## src/rtl/gate_drive_params.svh

```systemverilog
// Purpose: constants of the gate drive sequencer
// Assumes: 250 MHz system clock
// Notes:   times in ns, counts derived from them
`ifndef GATE_DRIVE_PARAMS_SVH
`define GATE_DRIVE_PARAMS_SVH

`define CLK_PERIOD_NS    4
`define TL_DISCH_NS      500
`define PROP_NS          200
`define STEP_NS          50
// Least times round up to whole cycles
`define TL_DISCH_CYC ((`TL_DISCH_NS + `CLK_PERIOD_NS - 1) / `CLK_PERIOD_NS)
`define PROP_CYC     ((`PROP_NS + `CLK_PERIOD_NS - 1) / `CLK_PERIOD_NS)
`define STEP_CYC     ((`STEP_NS + `CLK_PERIOD_NS - 1) / `CLK_PERIOD_NS)
`define SATURATION_SENSE_INPUT_DLY_CYC    16'h0010

// Register byte offsets
`define REG_PULSE        12'h000
`define REG_WDOG         12'h004
`define REG_FCLR         12'h008
`define REG_BLANK        12'h00c
`define REG_RDYDLY       12'h010
`define REG_STATUS       12'h014

// Reset values of the configuration registers
`define RST_PULSE        8'h04
`define RST_WDOG         16'h0100
`define RST_FCLR         16'h0040
`define RST_BLANK        16'h00fa
`define RST_RDYDLY       16'h0020

// Filtered input reset levels: bit0 noninv, bit1 inv, bit2 shutdown_n
`define FILT_RST         3'b110
`define FILT_NONINV      0
`define FILT_INV         1
`define FILT_SHDN        2
`endif

```

## src/rtl/gate_drive_pkg.sv

```systemverilog
// Purpose: types shared by the gate drive sequencer
// Assumes: APB with 32-bit data
// Notes:   constants live in gate_drive_params.svh
package gate_drive_pkg;
    typedef struct packed {
        logic        psel;
        logic        penable;
        logic        pwrite;
        logic [11:0] paddr;
        logic [31:0] pwdata;
    } apb_req_t;

    typedef struct packed {
        logic        pready;
        logic        pslverr;
        logic [31:0] prdata;
    } apb_rsp_t;

    // Comparator levels from the analog output side
    typedef struct packed {
        logic sat_trip;          // saturation sense at 9 V
        logic tl_above_7v;       // timing capacitor above 7 V
        logic tl_at_ref;         // timing capacitor at reference
        logic out_below_ref;     // output below plateau reference
        logic gate_below_clamp;  // gate within 2 V of negative rail
    } sense_t;

    typedef struct packed {
        logic tl_discharge;
        logic tl_charge1;
        logic tl_charge2;
        logic gate_high;
        logic gate_fall;
        logic gate_hold;
        logic gate_neg;
        logic miller_clamp;
    } drive_t;

    typedef enum logic [3:0] {
        ST_OFF      = 4'b0000,
        ST_TL_DISCH = 4'b0001,
        ST_TL_CHG1  = 4'b0010,
        ST_TL_CHG2  = 4'b0011,
        ST_ON       = 4'b0100,
        ST_PROP     = 4'b0101,
        ST_DSDLY    = 4'b0110,
        ST_FALL     = 4'b0111,
        ST_HOLD     = 4'b1000
    } seq_state_t;
endpackage : gate_drive_pkg

```

## src/rtl/pulse_filter.sv

```systemverilog
// Purpose: minimum pulse width filter for three logic inputs
// Assumes: inputs synchronous to clk_sys
// Notes:   a level passes only after min_cyc stable cycles
`timescale 1ns/1ps
`include "gate_drive_params.svh"
module pulse_filter (
    input  wire logic       clk_sys,
    input  wire logic       resetn,
    input  wire logic [2:0] raw,
    input  wire logic [7:0] min_cyc,
    output logic      [2:0] filt_q
);
    logic [7:0] cnt_q [3];

    // Glitch counters; a short pulse restarts the count
    always_ff @(posedge clk_sys or negedge resetn) begin
        if (!resetn) begin
            filt_q <= `FILT_RST;
            for (int i = 0; i < 3; i++) begin
                cnt_q[i] <= 8'h00;
            end
        end else begin
            for (int i = 0; i < 3; i++) begin
                if (raw[i] == filt_q[i]) begin
                    cnt_q[i] <= 8'h00;
                end else if (cnt_q[i] + 8'h01 >= min_cyc) begin
                    filt_q[i] <= raw[i];
                    cnt_q[i]  <= 8'h00;
                end else begin
                    cnt_q[i] <= cnt_q[i] + 8'h01;
                end
            end
        end
    end
endmodule : pulse_filter

```

## src/rtl/gate_drive_seq.sv

```systemverilog
// Purpose: gate drive sequencer with two-level turn-off
// Assumes: comparators and supply monitors synchronous to clk_sys
// Notes:   open-drain outputs give level plus active-low enable
//
// Chosen here: the APB slave port and the address map.
`timescale 1ns/1ps
`include "gate_drive_params.svh"
// Contract
// - ready combines supply and link health
// - ready is not latched
// - watchdog forces gate off, drops ready
// - gate on needs noninv high, inv low
// - short input pulses are ignored
// - discharge 500 ns, charge twice, then on
// - store switch-on delay in 50 ns steps
// - commanded off starts after 200 ns
// - saturation_sense_input off starts after sense delay
// - hold plateau, then negative rail
// - two-level turn-off cannot be disabled
// - on-pulses shorter than plateau suppressed
// - off-pulses shorter than plateau suppressed; here the gate still falls and holds the full plateau, then returns high
// - plateau never cut short; here a hard error still ends it at once
// - saturation_sense_input trip drives gate low, sets fault
// - saturation_sense_input masked during blanking after turn-on
// - Miller clamp below 2 V during off
// - long shutdown low clears fault on rise
// - shutdown low holds gate off
// - error states hold negative rail
// - fault output open-drain, active low
// - saturation_sense_input only when on and blanked out
// - input lockout ignores drive inputs
module gate_drive_seq (
    input  wire logic                     clk_sys,
    input  wire logic                     resetn,
    input  wire gate_drive_pkg::apb_req_t apb_req,
    output gate_drive_pkg::apb_rsp_t      apb_rsp,
    input  wire logic                     drv_noninv_in,
    input  wire logic                     drv_inv_in,
    input  wire logic                     shutdown_n_in,
    input  wire logic                     in_supply_ok,
    input  wire logic                     out_supply_ok,
    input  wire logic                     link_ok,
    input  wire gate_drive_pkg::sense_t   sense,
    output gate_drive_pkg::drive_t        drive_q,
    output logic                          ready_o,
    output logic                          ready_oe_n,
    output logic                          fault_report_output_o,
    output logic                          fault_report_output_oe_n
);
    import gate_drive_pkg::*;

    logic [7:0]  pulse_q;
    logic [15:0] wdog_q, fclr_q, blank_q, rdydly_q;
    logic [2:0]  filt;
    seq_state_t  state_q, state_d;
    logic [15:0] tmr_q, meas_q, blank_cnt_q;
    logic [15:0] wd_cnt_q, oso_cnt_q, lnk_cnt_q, low_cnt_q;
    logic [11:0] steps_q;
    logic        fault_q, ready_q, shdn_prev_q;
    logic [31:0] prdata_q;

    // Cycle count to stored 50 ns steps, propagation removed
    function automatic logic [11:0] cyc_to_steps(input logic [15:0] c);
        logic [15:0] net;
        net = (c > 16'(`PROP_CYC)) ? c - 16'(`PROP_CYC) : 16'h0000;
        return 12'(net / 16'(`STEP_CYC));
    endfunction : cyc_to_steps

    // Saturating counter step
    function automatic logic [15:0] sat_inc(input logic [15:0] v);
        return (v == 16'hffff) ? v : v + 16'h0001;
    endfunction : sat_inc

    pulse_filter u_filter (
        .clk_sys (clk_sys),
        .resetn  (resetn),
        .raw     ({shutdown_n_in, drv_inv_in, drv_noninv_in}),
        .min_cyc (pulse_q),
        .filt_q  (filt)
    );

    // Drive command and error decode
    wire shdn_n    = filt[`FILT_SHDN];
    wire cmd       = filt[`FILT_NONINV] & ~filt[`FILT_INV]
                   & shdn_n
                   & in_supply_ok;
    wire wdog_err  = (wd_cnt_q >= wdog_q);
    wire hard_err  = ~in_supply_ok | ~out_supply_ok | wdog_err;
    wire blank_end = (blank_cnt_q >= blank_q);
    wire saturation_sense_input     = (state_q == ST_ON) & blank_end
                   & sense.sat_trip;
    // Count includes the exit cycle, so the plateau is exactly steps long
    wire hold_end  = (tmr_q + 16'h0001 >= 16'(steps_q) * 16'(`STEP_CYC));
    wire oso_ok    = out_supply_ok & (oso_cnt_q >= rdydly_q);
    wire lnk_ok    = ~wdog_err & (lnk_cnt_q >= rdydly_q);
    wire ready_d   = in_supply_ok & oso_ok & lnk_ok;
    wire fclr_long = (low_cnt_q >= fclr_q);
    wire fclr_now  = shdn_n & ~shdn_prev_q & fclr_long;

    // APB decode; writes land in the access phase
    wire apb_acc   = apb_req.psel & apb_req.penable;
    wire apb_wr    = apb_acc & apb_req.pwrite;
    wire apb_setup = apb_req.psel & ~apb_req.penable;
    wire hit_pulse = (apb_req.paddr == `REG_PULSE);
    wire hit_wdog  = (apb_req.paddr == `REG_WDOG);
    wire hit_fclr  = (apb_req.paddr == `REG_FCLR);
    wire hit_blank = (apb_req.paddr == `REG_BLANK);
    wire hit_rdy   = (apb_req.paddr == `REG_RDYDLY);
    wire hit_stat  = (apb_req.paddr == `REG_STATUS);
    wire mapped    = hit_pulse | hit_wdog | hit_fclr | hit_blank
                   | hit_rdy | hit_stat;
    wire [31:0] rd_mux =
        hit_pulse ? {24'h000000, pulse_q} :
        hit_wdog  ? {16'h0000, wdog_q} :
        hit_fclr  ? {16'h0000, fclr_q} :
        hit_blank ? {16'h0000, blank_q} :
        hit_rdy   ? {16'h0000, rdydly_q} :
        hit_stat  ? {8'h00, steps_q, 4'(state_q), 5'h00,
                     wdog_err, fault_q, ready_q} : 32'h00000000;

    // Zero-wait slave; error only on unmapped words
    assign apb_rsp = '{pready:  1'b1,
                       pslverr: apb_acc & ~mapped,
                       prdata:  prdata_q};

    // Configuration registers: filter, watchdog, clear, blanking and ready delay
    always_ff @(posedge clk_sys or negedge resetn) begin
        if (!resetn) begin
            pulse_q  <= `RST_PULSE;
            wdog_q   <= `RST_WDOG;
            fclr_q   <= `RST_FCLR;
            blank_q  <= `RST_BLANK;
            rdydly_q <= `RST_RDYDLY;
            prdata_q <= 32'h00000000;
        end else begin
            if (apb_wr & hit_pulse) pulse_q  <= apb_req.pwdata[7:0];
            if (apb_wr & hit_wdog)  wdog_q   <= apb_req.pwdata[15:0];
            if (apb_wr & hit_fclr)  fclr_q   <= apb_req.pwdata[15:0];
            if (apb_wr & hit_blank) blank_q  <= apb_req.pwdata[15:0];
            if (apb_wr & hit_rdy)   rdydly_q <= apb_req.pwdata[15:0];
            if (apb_setup)          prdata_q <= rd_mux;
        end
    end

    // Sequencer next state; only a hard error skips the plateau
    always_comb begin
        state_d = state_q;
        case (state_q)
            ST_OFF: begin
                if (cmd & ~fault_q & ~hard_err) begin
                    state_d = ST_TL_DISCH;
                end
            end
            ST_TL_DISCH: begin
                if (~cmd) begin
                    state_d = ST_OFF;
                end else if (tmr_q >= 16'(`TL_DISCH_CYC - 1)) begin
                    state_d = ST_TL_CHG1;
                end
            end
            ST_TL_CHG1: begin
                if (~cmd) begin
                    state_d = ST_OFF;
                end else if (sense.tl_above_7v) begin
                    state_d = ST_TL_CHG2;
                end
            end
            ST_TL_CHG2: begin
                if (~cmd) begin
                    state_d = ST_OFF;
                end else if (sense.tl_at_ref) begin
                    state_d = ST_ON;
                end
            end
            ST_ON: begin
                if (saturation_sense_input) begin
                    state_d = ST_DSDLY;
                end else if (~cmd) begin
                    state_d = ST_PROP;
                end
            end
            ST_PROP: begin
                if (tmr_q >= 16'(`PROP_CYC - 1)) begin
                    state_d = ST_FALL;
                end
            end
            ST_DSDLY: begin
                if (tmr_q >= `SATURATION_SENSE_INPUT_DLY_CYC - 16'h0001) begin
                    state_d = ST_FALL;
                end
            end
            ST_FALL: begin
                if (sense.out_below_ref) begin
                    state_d = ST_HOLD;
                end
            end
            ST_HOLD: begin
                // Full plateau unless a hard error; on again returns high
                if (hold_end) begin
                    state_d = (cmd & ~fault_q) ? ST_ON : ST_OFF;
                end
            end
            default: state_d = ST_OFF;
        endcase
        if (hard_err) begin
            state_d = ST_OFF;
        end
    end

    // Phase timer restarts on every state change
    always_ff @(posedge clk_sys or negedge resetn) begin
        if (!resetn) begin
            state_q <= ST_OFF;
            tmr_q   <= 16'h0000;
        end else begin
            state_q <= state_d;
            tmr_q   <= (state_d != state_q) ? 16'h0000 : sat_inc(tmr_q);
        end
    end

    // Switch-on delay measurement kept for the next turn-off
    always_ff @(posedge clk_sys or negedge resetn) begin
        if (!resetn) begin
            meas_q  <= 16'h0000;
            steps_q <= 12'h000;
        end else begin
            if (state_q == ST_OFF) begin
                meas_q <= 16'h0000;
            end else if (state_q inside {ST_TL_DISCH, ST_TL_CHG1,
                                         ST_TL_CHG2}) begin
                meas_q <= sat_inc(meas_q);
            end
            if (state_q == ST_TL_CHG2 && state_d == ST_ON) begin
                steps_q <= cyc_to_steps(meas_q);
            end
        end
    end

    // Blanking after turn-on masks saturation sense
    always_ff @(posedge clk_sys or negedge resetn) begin
        if (!resetn) begin
            blank_cnt_q <= 16'h0000;
        end else if (state_q == ST_ON) begin
            blank_cnt_q <= sat_inc(blank_cnt_q);
        end else begin
            blank_cnt_q <= 16'h0000;
        end
    end

    // Watchdog and ready delays; link loss counts up
    always_ff @(posedge clk_sys or negedge resetn) begin
        if (!resetn) begin
            wd_cnt_q  <= 16'h0000;
            oso_cnt_q <= 16'h0000;
            lnk_cnt_q <= 16'h0000;
            ready_q   <= 1'b0;
        end else begin
            wd_cnt_q  <= link_ok ? 16'h0000 : sat_inc(wd_cnt_q);
            oso_cnt_q <= out_supply_ok ? sat_inc(oso_cnt_q) : 16'h0000;
            lnk_cnt_q <= link_ok ? sat_inc(lnk_cnt_q) : 16'h0000;
            ready_q   <= ready_d;
        end
    end

    // Fault latch; a new trip wins over a clear
    always_ff @(posedge clk_sys or negedge resetn) begin
        if (!resetn) begin
            fault_q     <= 1'b0;
            low_cnt_q   <= 16'h0000;
            shdn_prev_q <= 1'b1;
        end else begin
            shdn_prev_q <= shdn_n;
            low_cnt_q   <= shdn_n ? 16'h0000 : sat_inc(low_cnt_q);
            if (saturation_sense_input) begin
                fault_q <= 1'b1;
            end else if (fclr_now) begin
                fault_q <= 1'b0;
            end
        end
    end

    // Output stage decode, registered once
    always_ff @(posedge clk_sys or negedge resetn) begin
        if (!resetn) begin
            drive_q <= '0;
        end else begin
            drive_q.tl_discharge <= (state_q == ST_TL_DISCH);
            drive_q.tl_charge1   <= (state_q == ST_TL_CHG1);
            drive_q.tl_charge2   <= (state_q == ST_TL_CHG2);
            drive_q.gate_high    <= (state_q == ST_ON)
                                  | (state_q == ST_PROP)
                                  | (state_q == ST_DSDLY);
            drive_q.gate_fall    <= (state_q == ST_FALL);
            drive_q.gate_hold    <= (state_q == ST_HOLD);
            drive_q.gate_neg     <= (state_q == ST_OFF)
                                  | (state_q == ST_TL_DISCH)
                                  | (state_q == ST_TL_CHG1)
                                  | (state_q == ST_TL_CHG2);
            drive_q.miller_clamp <= (state_q == ST_OFF)
                                  & sense.gate_below_clamp;
        end
    end

    // Open-drain pins: level is always low, enable pulls
    assign ready_o                  = 1'b0;
    assign ready_oe_n               = ready_q;
    assign fault_report_output_o    = 1'b0;
    assign fault_report_output_oe_n = ~fault_q;
endmodule : gate_drive_seq

```

## config.mk

```make
export PLATFORM = sky130hd
export DESIGN_NAME = gate_drive_seq
export DESIGN_NICKNAME = d
export VERILOG_FILES = /design/src/rtl/gate_drive_pkg.sv /design/src/rtl/pulse_filter.sv /design/src/rtl/gate_drive_seq.sv
export VERILOG_INCLUDE_DIRS = /design/src /design/src/rtl
export SDC_FILE = /design/constraint.sdc
export NUM_CORES = 1
export LEC_CHECK = 0
export ABC_AREA = 1
export BUFFER_PORTS_ARGS = -buffer_cell sky130_fd_sc_hd__buf_4
export CORE_MARGIN = 2
export CORE_UTILIZATION = 55
export DETAILED_ROUTE_END_ITERATION = 8
export PLACE_DENSITY_LB_ADDON = 0.3
export SLEW_MARGIN = 25
export SYNTH_ARGS = -nofsm -noshare
export SYNTH_HDL_FRONTEND = slang
export SYNTH_SLANG_ARGS = --single-unit
```

## constraint.sdc

```tcl
create_clock -name clk_sys -period 10.5 [get_ports clk_sys]
set_input_delay 2.1 -clock clk_sys [delete_from_list [all_inputs] [get_ports clk_sys]]
set_output_delay 2.1 -clock clk_sys [all_outputs]
set_load 0.02 [all_outputs]
```

Word-level counts from Yosys, hierarchy flattened
Index checks and enable logic that the tools add are counted.
{ "totals": {"ff_bits": 270, "output_inout_bits": 46, "elab_cells": 193} }
{ "classes": {"n_addsub": 11, "multipliers": 1, "div": 1, "order_cmp": 13, "n_eq_ne": 32, "mux": 46, "n_bitwise": 47, "n_reduce_logical": 10} }
{ "ops": {"columns": ["cell", "count"], "rows": [
  ["16-bit two-way mux", 16],
  ["24-bit two-way mux", 6],
  ["16-bit by 1-bit adder with 16-bit output, second input constant", 7],
  ["16-bit == test, second input constant", 7],
  ["16-bit greater-or-equal comparator", 6],
  ["4-bit two-way mux", 14],
  ["8-bit two-way mux", 6],
  ["4-bit one-hot mux with 9 select lines", 1],
  ["8-bit by 1-bit adder with 8-bit output, second input constant", 3],
  ["12-bit by 4-bit == test with 1-bit output, second input constant", 2],
  ["12-bit by 5-bit == test with 1-bit output, second input constant", 2],
  ["8-bit greater-or-equal comparator", 3],
  ["1-bit bitwise AND", 23],
  ["4-bit by 3-bit == test with 1-bit output, second input constant", 5],
  ["16-bit by 4-bit divider with 16-bit output, second input constant", 1],
  ["16-bit by 4-bit greater-or-equal comparator with 1-bit output, second input constant", 1],
  ["16-bit by 6-bit greater-or-equal comparator with 1-bit output, second input constant", 1],
  ["16-bit by 7-bit greater-or-equal comparator with 1-bit output, second input constant", 1],
  ["16-bit by 6-bit greater-than comparator with 1-bit output, second input constant", 1],
  ["12-bit by 4-bit multiplier with 16-bit output, second input constant", 1],
  ["16-bit by 6-bit subtractor with 16-bit output, second input constant", 1],
  ["12-bit by 3-bit == test with 1-bit output, second input constant", 1],
  ["12-bit logical NOT", 1],
  ["2-bit inequality test, second input constant", 6],
  ["other kinds (15)", 45]
]} }

Depth between registers and ports, before layout
Gate-level depths: netlist (run 1).
{ "logic_depth": {"depth_word": 11, "depth_mapped": 72, "depth_no_buf": 72} }

Modules after synthesis
A second synthesis (run 1) with hierarchy kept.
{ "hier_totals": {"cells_unflattened": 2372, "hier_area_um2": 18182.4} }
{ "by_module_without_submodules": {"columns": ["module", "n_inst", "cells_each", "area_per_inst_um2", "seq_area_each_um2"], "rows": [
  ["gate_drive_seq", 1, 2119, 16214.3, 5894.4],
  ["pulse_filter", 1, 253, 1968.1, 678.2]
]} }

Worst setup path after synthesis (run 1)
Ideal clock, no wire load.
{ "synth_path": {"path_kind": "register to register", "startpoint": "register meas_q[1]", "endpoint": "register steps_q[0]", "arrival_ps": 5809, "setup_slack_ps": 4578, "stages_incl_launch_ff": 71, "n_path_buf": 0, "synth_period_minus_slack_ps": 5922, "cell_sequence": "dfrtp_1 inv_2 ha_1 nand2_1 nand2_2 nand2_2 inv_2 nand2_1 nand2_1 nand2_1 nor2_2 nand3_4 nand2_1 nand2_2 inv_4 nand2_4 nand2_2 nand2_4 [... 35 more ...] nand2_2 nand2_1 nand3_2 nand2_2 nand2_2 nand2_2 nand2_4 ha_1 inv_1 nand2_2 nand2_1 nand3_2 nand2_1 nand2_1 nor2_1 nand3_1 nand2_1 inv_1"} }
{ "synth_between": {"elab_chain_len": 3} }
{ "synth_rtl": {"columns": ["element", "line_no", "rtl"], "rows": [
  ["start: declaration", "gate_drive_seq.sv:56", "logic [15:0] tmr_q, meas_q, blank_cnt_q;"],
  ["start signal: assignment", "gate_drive_seq.sv:231", "meas_q <= sat_inc(meas_q);"],
  ["16-bit by 6-bit subtractor with 16-bit output / 16-bit by 6-bit greater-than comparator with 1-bit output (equally long branches)", "gate_drive_seq.sv:65", "net = (c > 16'(`PROP_CYC)) ? c - 16'(`PROP_CYC) : 16'h0000;"],
  ["16-bit two-way mux (*)", "gate_drive_seq.sv:65", null],
  ["16-bit by 4-bit divider with 16-bit output (*)", "gate_drive_seq.sv:66", "return 12'(net / 16'(`STEP_CYC));"],
  ["end signal: assignment", "gate_drive_seq.sv:234", "steps_q <= cyc_to_steps(meas_q);"],
  ["end: declaration", "gate_drive_seq.sv:58", "logic [11:0] steps_q;"]
]} }
Every way passes the cells marked *; elsewhere a longest branch is shown, timed or not.
A chain may end at the register's enable or synchronous reset.

==> impl_results.md, run 1 <==
- Cells after synthesis: roughly 2300
- Resize count post-CTS: 0
- Vias per cell: 5.61
- DIE WIDTH: 186 um
- Dpl ws: roughly 3.5 ns
- WL final: between 40 and 50 mm
- F_max: ~140 MHz
- GR Overflow Total: 0
- CTS buffer count: 30
- First-pass DRT Iterations: 5
- Power Density: around 120 mW/mm^2
- Syn_area_per_cell: about 7.8 um^2
- Sw Share: 24.5%
- CTS HTree Levels: 1
- Worst slew pin tran: around 1.1 ns
- Layout cells sized above 1: roughly 11%
- End-of-flow core utilization: between 60% and 70%
- # DRC: 0
- Biggest regs: prdata_q (24), u_filter.cnt_q (24)
- Max rail drop VDD: about 0.00012 V
- Switching power: about 580 uW
- Initial Util: 55.7%
- Hold_buf cts: 0
- Die Ht: approximately 190 um
- Final Hold Fails: 0
- Post-DP HPWL: 35.0 mm
- Status: completed
- Ys async rst share: 100%
- Initial antenna violation count: 0
- Worst Setup Path Type: in -> out
- # diodes: 0
- Commonest non-fill, non-tap cell in the layout: inv_1
- Placer Congestion: ~0.90
- Max Buffers Root-to-Sink: 3
- Most frequent cells in the layout: inv_1 (407), nand2_1 (380), dfrtp_1 (249)
- CTS sink cnt: 262
- DIE AREA: ~0.034 mm^2
- Initial DRC count: between 1000 and 1500
- Crit end category: output pin
- Fin. max-slew vios: 0
- Worst Setup Start Kind: primary input
- Pleak: 10.1 nW
- Final setup fails: 0
- CP arrival: approximately 5 ns
- Root Driver: clkbuf_16
- Clk pwr share: a little under half
- Buffers on Ports: slightly below 80
- RSZ-0062 raised after global routing: no
- Period Utilization, post-route: between 60% and 70%
- Internal: ~1.8 mW
- Netlist cell types: 62
- Reg power frac: around 45%
- Setup Fix Bufs, Post-CTS: 0
- Layout Nets: roughly 2600
- Worst-path maximum fanout: 17
- Clock Latency Late Sink: around 0.57 ns
- Required time worst endpoint: approximately 8.4 ns
- Post-Route Setup TNS: 0 ns
- Largest net degree at the start of global routing: between 150 and 200
- CTS tree: done
- Class of the worst hold path: reg -> reg
- DR vias: about 16000
- Ys flop type: dfrtp_1
- First-pass GRT wire length: approximately 74 mm
- Fin crit period: between 7 and 8 ns
- Post-DRT Antenna Nets: 0
- I/O Pins: ~110
- Synth warn: 0
- Gate power share: just over 9%
- Reg clk slew, reported paths: around 0.060 ns
- Post-synth EDFFs: 0
- Vias in the first global route: between 15000 and 20000
- Seq/Total Area, Yosys: a little over a third
- Synthesized area: roughly 0.018 mm^2
- Max Cap Viol: 0
- Clock Skews: 0.0200 ns
- Row count: 66
- Synthesis-stage register bit count: about 260
- Setup WS post-layout: roughly 3.3 ns
- Layout Area Growth over Synthesis: 11.4%
- DR WL/cell: roughly 16 um
- Rel. slew slack: 25.9%
- All-Layer GR Usage: ~27%
- Core ar.: between 0.03 and 0.04 mm^2
## critical path, stage by stage
cell	delay (ns)
buf_4	0.11
nor4_1	0.92
inv_1	0.21
nor2_1	0.18
nand2_1	0.09
nor2_1	0.55
inv_1	0.44
o211ai_1	0.22
nor3_1	0.11
buf_4	0.18
## final cells by class
class	instances	area, um^2
Clock buffer	44	903
Clock inverter	8	129
Fill cell	2810	12300
Inverter	430	1620
Multi-Input combinational cell	1607	9790
Sequential cell	262	6570
Tap cell	442	553
Timing Repair Buffer	82	643
## final timing paths
path | from | end | slack [ns] | cells after the start
min in group asynchronous | resetn | tmr_q[12]$_DFFE_PN0P_ | 1.57 | 1
min reg2reg | u_filter.filt_q[2]$_DFFE_PN1P_ | shdn_prev_q$_DFF_PN1_ | 0.47 | 0
max reg2reg | meas_q[1]$_DFFE_PN0P_ | steps_q[0]$_DFFE_PN0P_ | 3.51 | 66
min | u_filter.filt_q[2]$_DFFE_PN1P_ | shdn_prev_q$_DFF_PN1_ | 0.47 | 0
max in group asynchronous | resetn | lnk_cnt_q[4]$_DFFE_PN0P_ | 7.57 | 2
max | apb_req[41] | apb_rsp[32] | 3.29 | 10
## metrics by stage
step                      area [um^2]  cells  power, mW  hold WS, ns
after floorplan                 18200   2338       1.21        0.353
after global placement          19200   2822       1.28        0.447
after detailed placement        19200   2823       1.29        0.447
after CTS                       20200   2875       2.37        0.466
after global routing            20200   2875       2.45        0.491
final                           20200   2875       2.36        0.474
## synthesized netlist by cell type (3+ instances only)
cell type	number	area share, %
buf_4	11	0.46
a311oi_1	3	0.14
inv_2	15	0.31
nor2_4	7	0.43
o21ai_0	176	4.9
nand4_1	38	1.3
xnor2_1	10	0.48
o211ai_1	15	0.62
o22ai_1	6	0.21
a21o_1	8	0.33
inv_1	407	8.4
o221ai_1	17	0.82
clkinv_1	7	0.14
nor2_2	10	0.34
o21ai_1	10	0.28
nand3_1	111	3.1
dfstp_2	13	1.9
a31oi_1	19	0.66
a221oi_1	5	0.24
fa_1	9	0.99
or2_2	4	0.14
nand2_2	48	1.7
nand3_4	4	0.39
nand2_1	380	7.9
clkbuf_1	27	0.56
nor2_1	185	3.8
o211a_1	3	0.17
nor4_1	21	0.72
ha_1	165	11
nand2_4	16	0.99
a22o_1	4	0.19
nor3_1	65	1.8
a211oi_1	23	0.95
dfrtp_1	249	34
nand3b_1	5	0.21
xor2_1	43	2.1
nor3b_1	3	0.12
o21a_1	28	1.2
a21oi_1	114	3.1
nand3_2	14	0.77
a21boi_0	5	0.21
## logic make-up after synthesis
family / synth area share (%)
simple gates: 23.9
buf+inv: 9.96
compound gates: 14.8
flops: 36.2
fa+ha+maj: 12.4
xor+xnor: 2.56
other cells: 0.0414
mux: 0.0621
## layer usage
layer  share of wire (%)  global-route usage (%)  vias up
met5                   0                       0        -
met4                 3.1                    9.10        0
met3                 6.0                    2.97       88
met2                  46                    43.7      516
met1                  45                    37.3     7674
li1                    -                       -     7862
## power groups by stage
stage / Sequential (mW) / Combinational [mW] / Clock, mW
finish: 1.05 / 0.217 / 1.09
global placement: 1.07 / 0.206 / 0
global route: 1.06 / 0.251 / 1.14
detailed placement: 1.07 / 0.217 / 0
floorplan: 1.07 / 0.141 / 0
CTS: 1.05 / 0.218 / 1.10
(Power assumes the default switching activity.)
==> run 2: changes to the inputs <==
Clock period 10.5 ns to 7.55 ns, I/O delays scaled along.
==> impl_results.md, run 2 (synthesis results as in run 1) <==
- Initial Util: a little under three fifths
- Post-DP HPWL: between 30 and 40 mm
- Placer Congestion: 0.926
- Initial antenna violation count: 0
- Hold_buf cts: 0
- Core ar.: 0.0325 mm^2
- Root Driver: clkbuf_16
- Max rail drop VDD: about 0.00018 V
- Hold Crit Endpoint: prdata_q[12]$_DFFE_PN0P_
- FF-to-FF Start: meas_q[1]$_DFFE_PN0P_
- Pleak: ~10 nW
- Worst-path maximum fanout: 5
- CTS HTree Levels: 1
- Rel. slew slack: around 28%
- Buf/Inv on CP: 5
- I/O Pins: between 100 and 150
- First-pass GRT wire length: approximately 75 mm
- WL final: roughly 46 mm
- First-pass DRT Iterations: 6
- Clock Skews: ~0.03 ns
- Row count: 66
- Power Density: ~170 mW/mm^2
- Worst Setup Start Kind: register
- Status: completed
- Crit end category: register
- Commonest non-fill, non-tap cell in the layout: inv_1
- Reg-to-reg slack, setup: 0.77 ns
- Post-route cell area: around 0.02 mm^2
- Cell mode on critical path: nand2_2
- CTS tree: done
- HP Start: prdata_q[12]$_DFFE_PN0P_
- F_max: around 150 MHz
- Vias per cell: 5.58
- Largest net degree at the start of global routing: ~180
- All-Layer GR Usage: 27.1%
- Tot Pwr: approximately 3.4 mW
- RSZ-0062 raised after global routing: no
- GR Overflow Total: 0
- Post-DRT Antenna Nets: 0
- Final hold slack: slightly below 0.5 ns
- Period Utilization, post-route: around 90%
- Class of the worst hold path: reg -> reg
- DIE WIDTH: ~190 um
- Worst hold stages: 2
- CTS sink cnt: about 260
- Top delay family on crit path: simple AND/OR/NAND/NOR gates
- Biggest regs: prdata_q (24), u_filter.cnt_q (24)
- Required time worst endpoint: between 8 and 9 ns
- Final setup fails: 0
- Worst Setup Path Type: reg -> reg
- # diodes: 0
- Layout Nets: about 2600
- Worst stage delay on the critical path: between 0.4 and 0.5 ns
- Vias in the first global route: around 15000
- DR vias: between 15000 and 20000
- Most frequent cells in the layout: inv_1 (406), nand2_1 (380), dfrtp_1 (249)
- Layout Area Growth over Synthesis: 11.9%
- Cells after DPL: approximately 2800
- Reg clk slew, reported paths: around 0.060 ns
- Die Ht: about 190 um
- Max Buffers Root-to-Sink: 3
- Layout cells sized above 1: 11.3%
- Dpl ws: about 0.76 ns
- Buffers on Ports: around 80
- Setup Fix Bufs, Post-CTS: 0
- Setup WS post-layout: ~0.77 ns
- CP max stage cell: dfrtp_1
- CP startpoint: meas_q[1]$_DFFE_PN0P_
- Worst slew pin tran: 1.07 ns
- Fin cells: between 2000 and 3000
- Final Hold Fails: 0
- Fin. max-slew vios: 0
- Post-DP Area: approximately 0.019 mm^2
- DR WL/cell: about 16 um
- Max Cap Viol: 0
- CP arrival: between 7 and 8 ns
- RR Endpoint: steps_q[0]$_DFFE_PN0P_
- Post-Route Setup TNS: 0 ns
- R2R cell count: just under 70
- Fin crit period: 6.78 ns
- DIE AREA: roughly 0.034 mm^2
- Clock Latency Late Sink: 0.59 ns
- CTS buffer count: 30
- # DRC: 0
- End-of-flow core utilization: between 60% and 70%
- Initial DRC count: between 1000 and 1500
run 2: cell count changes in the layout (fill, tap and decap cells not counted), sizes merged:
cell / delta
clkbuf: -7
bufinv: +5
clkinvlp: +3
clkinv: +1
run 2: per-layer routing:
layer | track usage (%) | wire length, um | up-vias
li1 | - | - | 7859
met1 | 37.5 | 20700 | 7597
met2 | 45.1 | 21100 | 527
met3 | 2.78 | 2650 | 85
met4 | 8.03 | 1220 | 0
met5 | 0 | 0 | -
run 2: power breakdown:
part           internal (mW)  switching, mW
logic                  0.116          0.189
registers               1.44         0.0312
clock network           1.01          0.623
total                   2.56          0.843
run 2: worst max path at each step:
stage,to,depth (start not counted)
floorplan,steps_q[0]$_DFFE_PN0P_,70
global placement,steps_q[0]$_DFFE_PN0P_,70
detailed placement,steps_q[0]$_DFFE_PN0P_,66
CTS,steps_q[0]$_DFFE_PN0P_,66
global route,steps_q[0]$_DFFE_PN0P_,68
finish,steps_q[0]$_DFFE_PN0P_,68
run 2: worst register-to-register path, delay by kind of cell, from the launching register on:
family / cells / cell delay, ns
flip-flops: 1 / 0.44
buffers and inverters: 5 / 0.37
AND/OR/NAND/NOR: 61 / 5.45
adder cells (fa/ha/maj): 2 / 0.39
run 2: what timing repair did:
action,4_1_cts,5_1_grt
hold endpoints to repair,0,0
resized for setup,0,3
setup endpoints to repair,0,1
run 2: cell type report:
cell class | instances | area [um^2]
Multi-Input combinational cell | 1607 | 9800
Fill cell | 2821 | 12200
Inverter | 430 | 1620
Clock inverter | 17 | 318
Sequential cell | 262 | 6570
Timing Repair Buffer | 82 | 659
Clock buffer | 37 | 777
Tap cell | 442 | 553
==> run 3: changes to the inputs <==
Settings changed: CORE_UTILIZATION 55 to 25.
==> impl_results.md, run 3 (synthesis results as in run 1) <==
- Root Driver: clkbuf_16
- Fin crit period: a little under 7 ns
- Max rail drop VDD: around 0.00016 V
- Internal: 2.44 mW
- Commonest non-fill, non-tap cell in the layout: inv_1
- Initial antenna violation count: 1
- Class of the worst hold path: reg -> reg
- Max Cap Viol: 0
- FF-to-FF Start: meas_q[1]$_DFFE_PN0P_
- Buffers on Ports: between 70 and 80
- # diodes: 0
- GR Overflow Total: 0
- Max Buffers Root-to-Sink: 3
- Clk pwr share: a little under half
- CP max stage cell: dfrtp_2
- All-Layer GR Usage: between 10% and 20%
- CTS tree: done
- CTS HTree Levels: 1
- Crit end category: register
- Top delay family on crit path: simple AND/OR/NAND/NOR gates
- Post-DRT Antenna Nets: 0
- Core ar.: 0.0716 mm^2
- First-pass GRT wire length: just under 80 mm
- DIE WIDTH: ~270 um
- Required time worst endpoint: approximately 8 ns
- Worst-path maximum fanout: 5
- Sw Share: a little over a quarter
- Layout Nets: 2655
- Fillcell total: between 7000 and 8000
- DR vias: 15156
- Reg power frac: between 40% and 50%
- CTS buffer count: 31
- Status: completed
- Placer Congestion: approximately 0.86
- Initial Util: roughly a quarter
- Final setup fails: 0
- Tot Pwr: between 3 and 4 mW
- DIE AREA: around 0.075 mm^2
- WL final: between 40 and 50 mm
- Reg clk slew, reported paths: ~0.06 ns
- Power Density: between 150 and 200 mW/mm^2
- Final Hold Fails: 0
- First-pass DRT Iterations: 5
- Layout Area Growth over Synthesis: 15.4%
- Worst Setup Path Type: reg -> reg
- Pleak: approximately 10 nW
- Wl on met1: 24.2 mm
- Setup Fix Bufs, Post-CTS: 0
- Die Ht: about 270 um
- Post-Route Setup TNS: 0 ns
- Met3 wire length: 2.05 mm
- F_max: approximately 150 MHz
- Uppermost layer routed: met4
- Fin. max-slew vios: 0
- Worst stage delay on the critical path: about 0.44 ns
- Most frequent cells in the layout: inv_1 (405), nand2_1 (379), dfrtp_1 (248)
- Gate power share: a little under a tenth
- Largest net degree at the start of global routing: 72
- Vias in the first global route: 14396
- # DRC: 0
- Vias per cell: ~4.5
- CP startpoint: meas_q[1]$_DFFE_PN0P_
- CTS sink cnt: between 200 and 300
- Row count: between 90 and 100
- Initial DRC count: 1000
- Biggest regs: prdata_q (24), u_filter.cnt_q (24)
- I/O Pins: ~110
- CP arrival: ~7.2 ns
- Buf/Inv on CP: 4
- Rel. slew slack: between 30% and 40%
- Switching power: between 800 and 900 uW
- DR WL met2: between 20 and 25 mm
- HP Start: prdata_q[7]$_DFFE_PN0P_
- Post-DP HPWL: between 30 and 40 mm
- Clock Skews: about 0.028 ns
- Worst slew pin tran: a little over 1 ns
- Layout cells sized above 1: 12.0%
- DR WL/cell: approximately 14 um
- Worst Setup Start Kind: register
- Period Utilization, post-route: 89.5%
- Clock Latency Late Sink: 0.60 ns
run 3: final timing paths:
path                       slack, ns  depth (start not counted)                            to
setup / recovery                0.79                         68        steps_q[0]$_DFFE_PN0P_
hold / removal                  0.48                          2       prdata_q[7]$_DFFE_PN0P_
setup reg to reg                0.79                         68        steps_q[0]$_DFFE_PN0P_
hold reg to reg                 0.48                          2       prdata_q[7]$_DFFE_PN0P_
max in group asynchronous       5.39                          2      prdata_q[16]$_DFFE_PN0P_
min in group asynchronous       0.83                          1  u_filter.cnt_q[12]$_DFF_PN0_
run 3: layout make-up:
class                           instances  area, um^2  area share [%]
Sequential cell                       262        6570            31.4
Clock buffer                           40         880            4.20
Timing Repair Buffer                   89         699            3.34
Multi-Input combinational cell       1607        9810            46.9
Clock inverter                         17         160           0.765
Inverter                              430        1620            7.73
Tap cell                              950        1190            5.68
run 3: stage by stage:
step | setup WS, ns | utilization [%] | cell area, um^2 | hold WS, ns | std cells
after floorplan | 1.63 | - | 18200 | 0.353 | 2338
after global placement | 0.748 | 27.7 | 19800 | 0.465 | 3336
after detailed placement | 0.726 | 27.7 | 19800 | 0.469 | 3337
after CTS | 0.695 | 29.2 | 20900 | 0.484 | 3394
after global routing | -0.0322 | 29.2 | 20900 | 0.503 | 3395
final | 0.793 | 29.2 | 20900 | 0.478 | 3395
run 3: worst min-delay path: stages (launching register included):
cell	delay, ns
dfrtp_1	0.34
nand2_1	0.05
nand2_1	0.05
run 3: metal layers:
layer	global-route usage (%)	up-vias
li1	-	7887
met1	18.6	6948
met2	20.6	264
met3	1.75	57
met4	3.41	0
met5	0	-
run 3: power groups by stage:
stage	sequential, mW	combinational [mW]	clock, mW
2_1_floorplan	1.48	0.196	0
3_3_place_gp	1.49	0.304	0
3_5_place_dp	1.49	0.305	0
4_1_cts	1.47	0.307	1.59
5_1_grt	1.47	0.351	1.64
6_report	1.47	0.303	1.54
run 3: repair_timing:
item / in CTS / in global routing
setup endpoints to repair: 0 / 1
endpoints found under the hold margin: 0 / 0
gates resized for setup: 0 / 6
hold buffers: 0 / 0
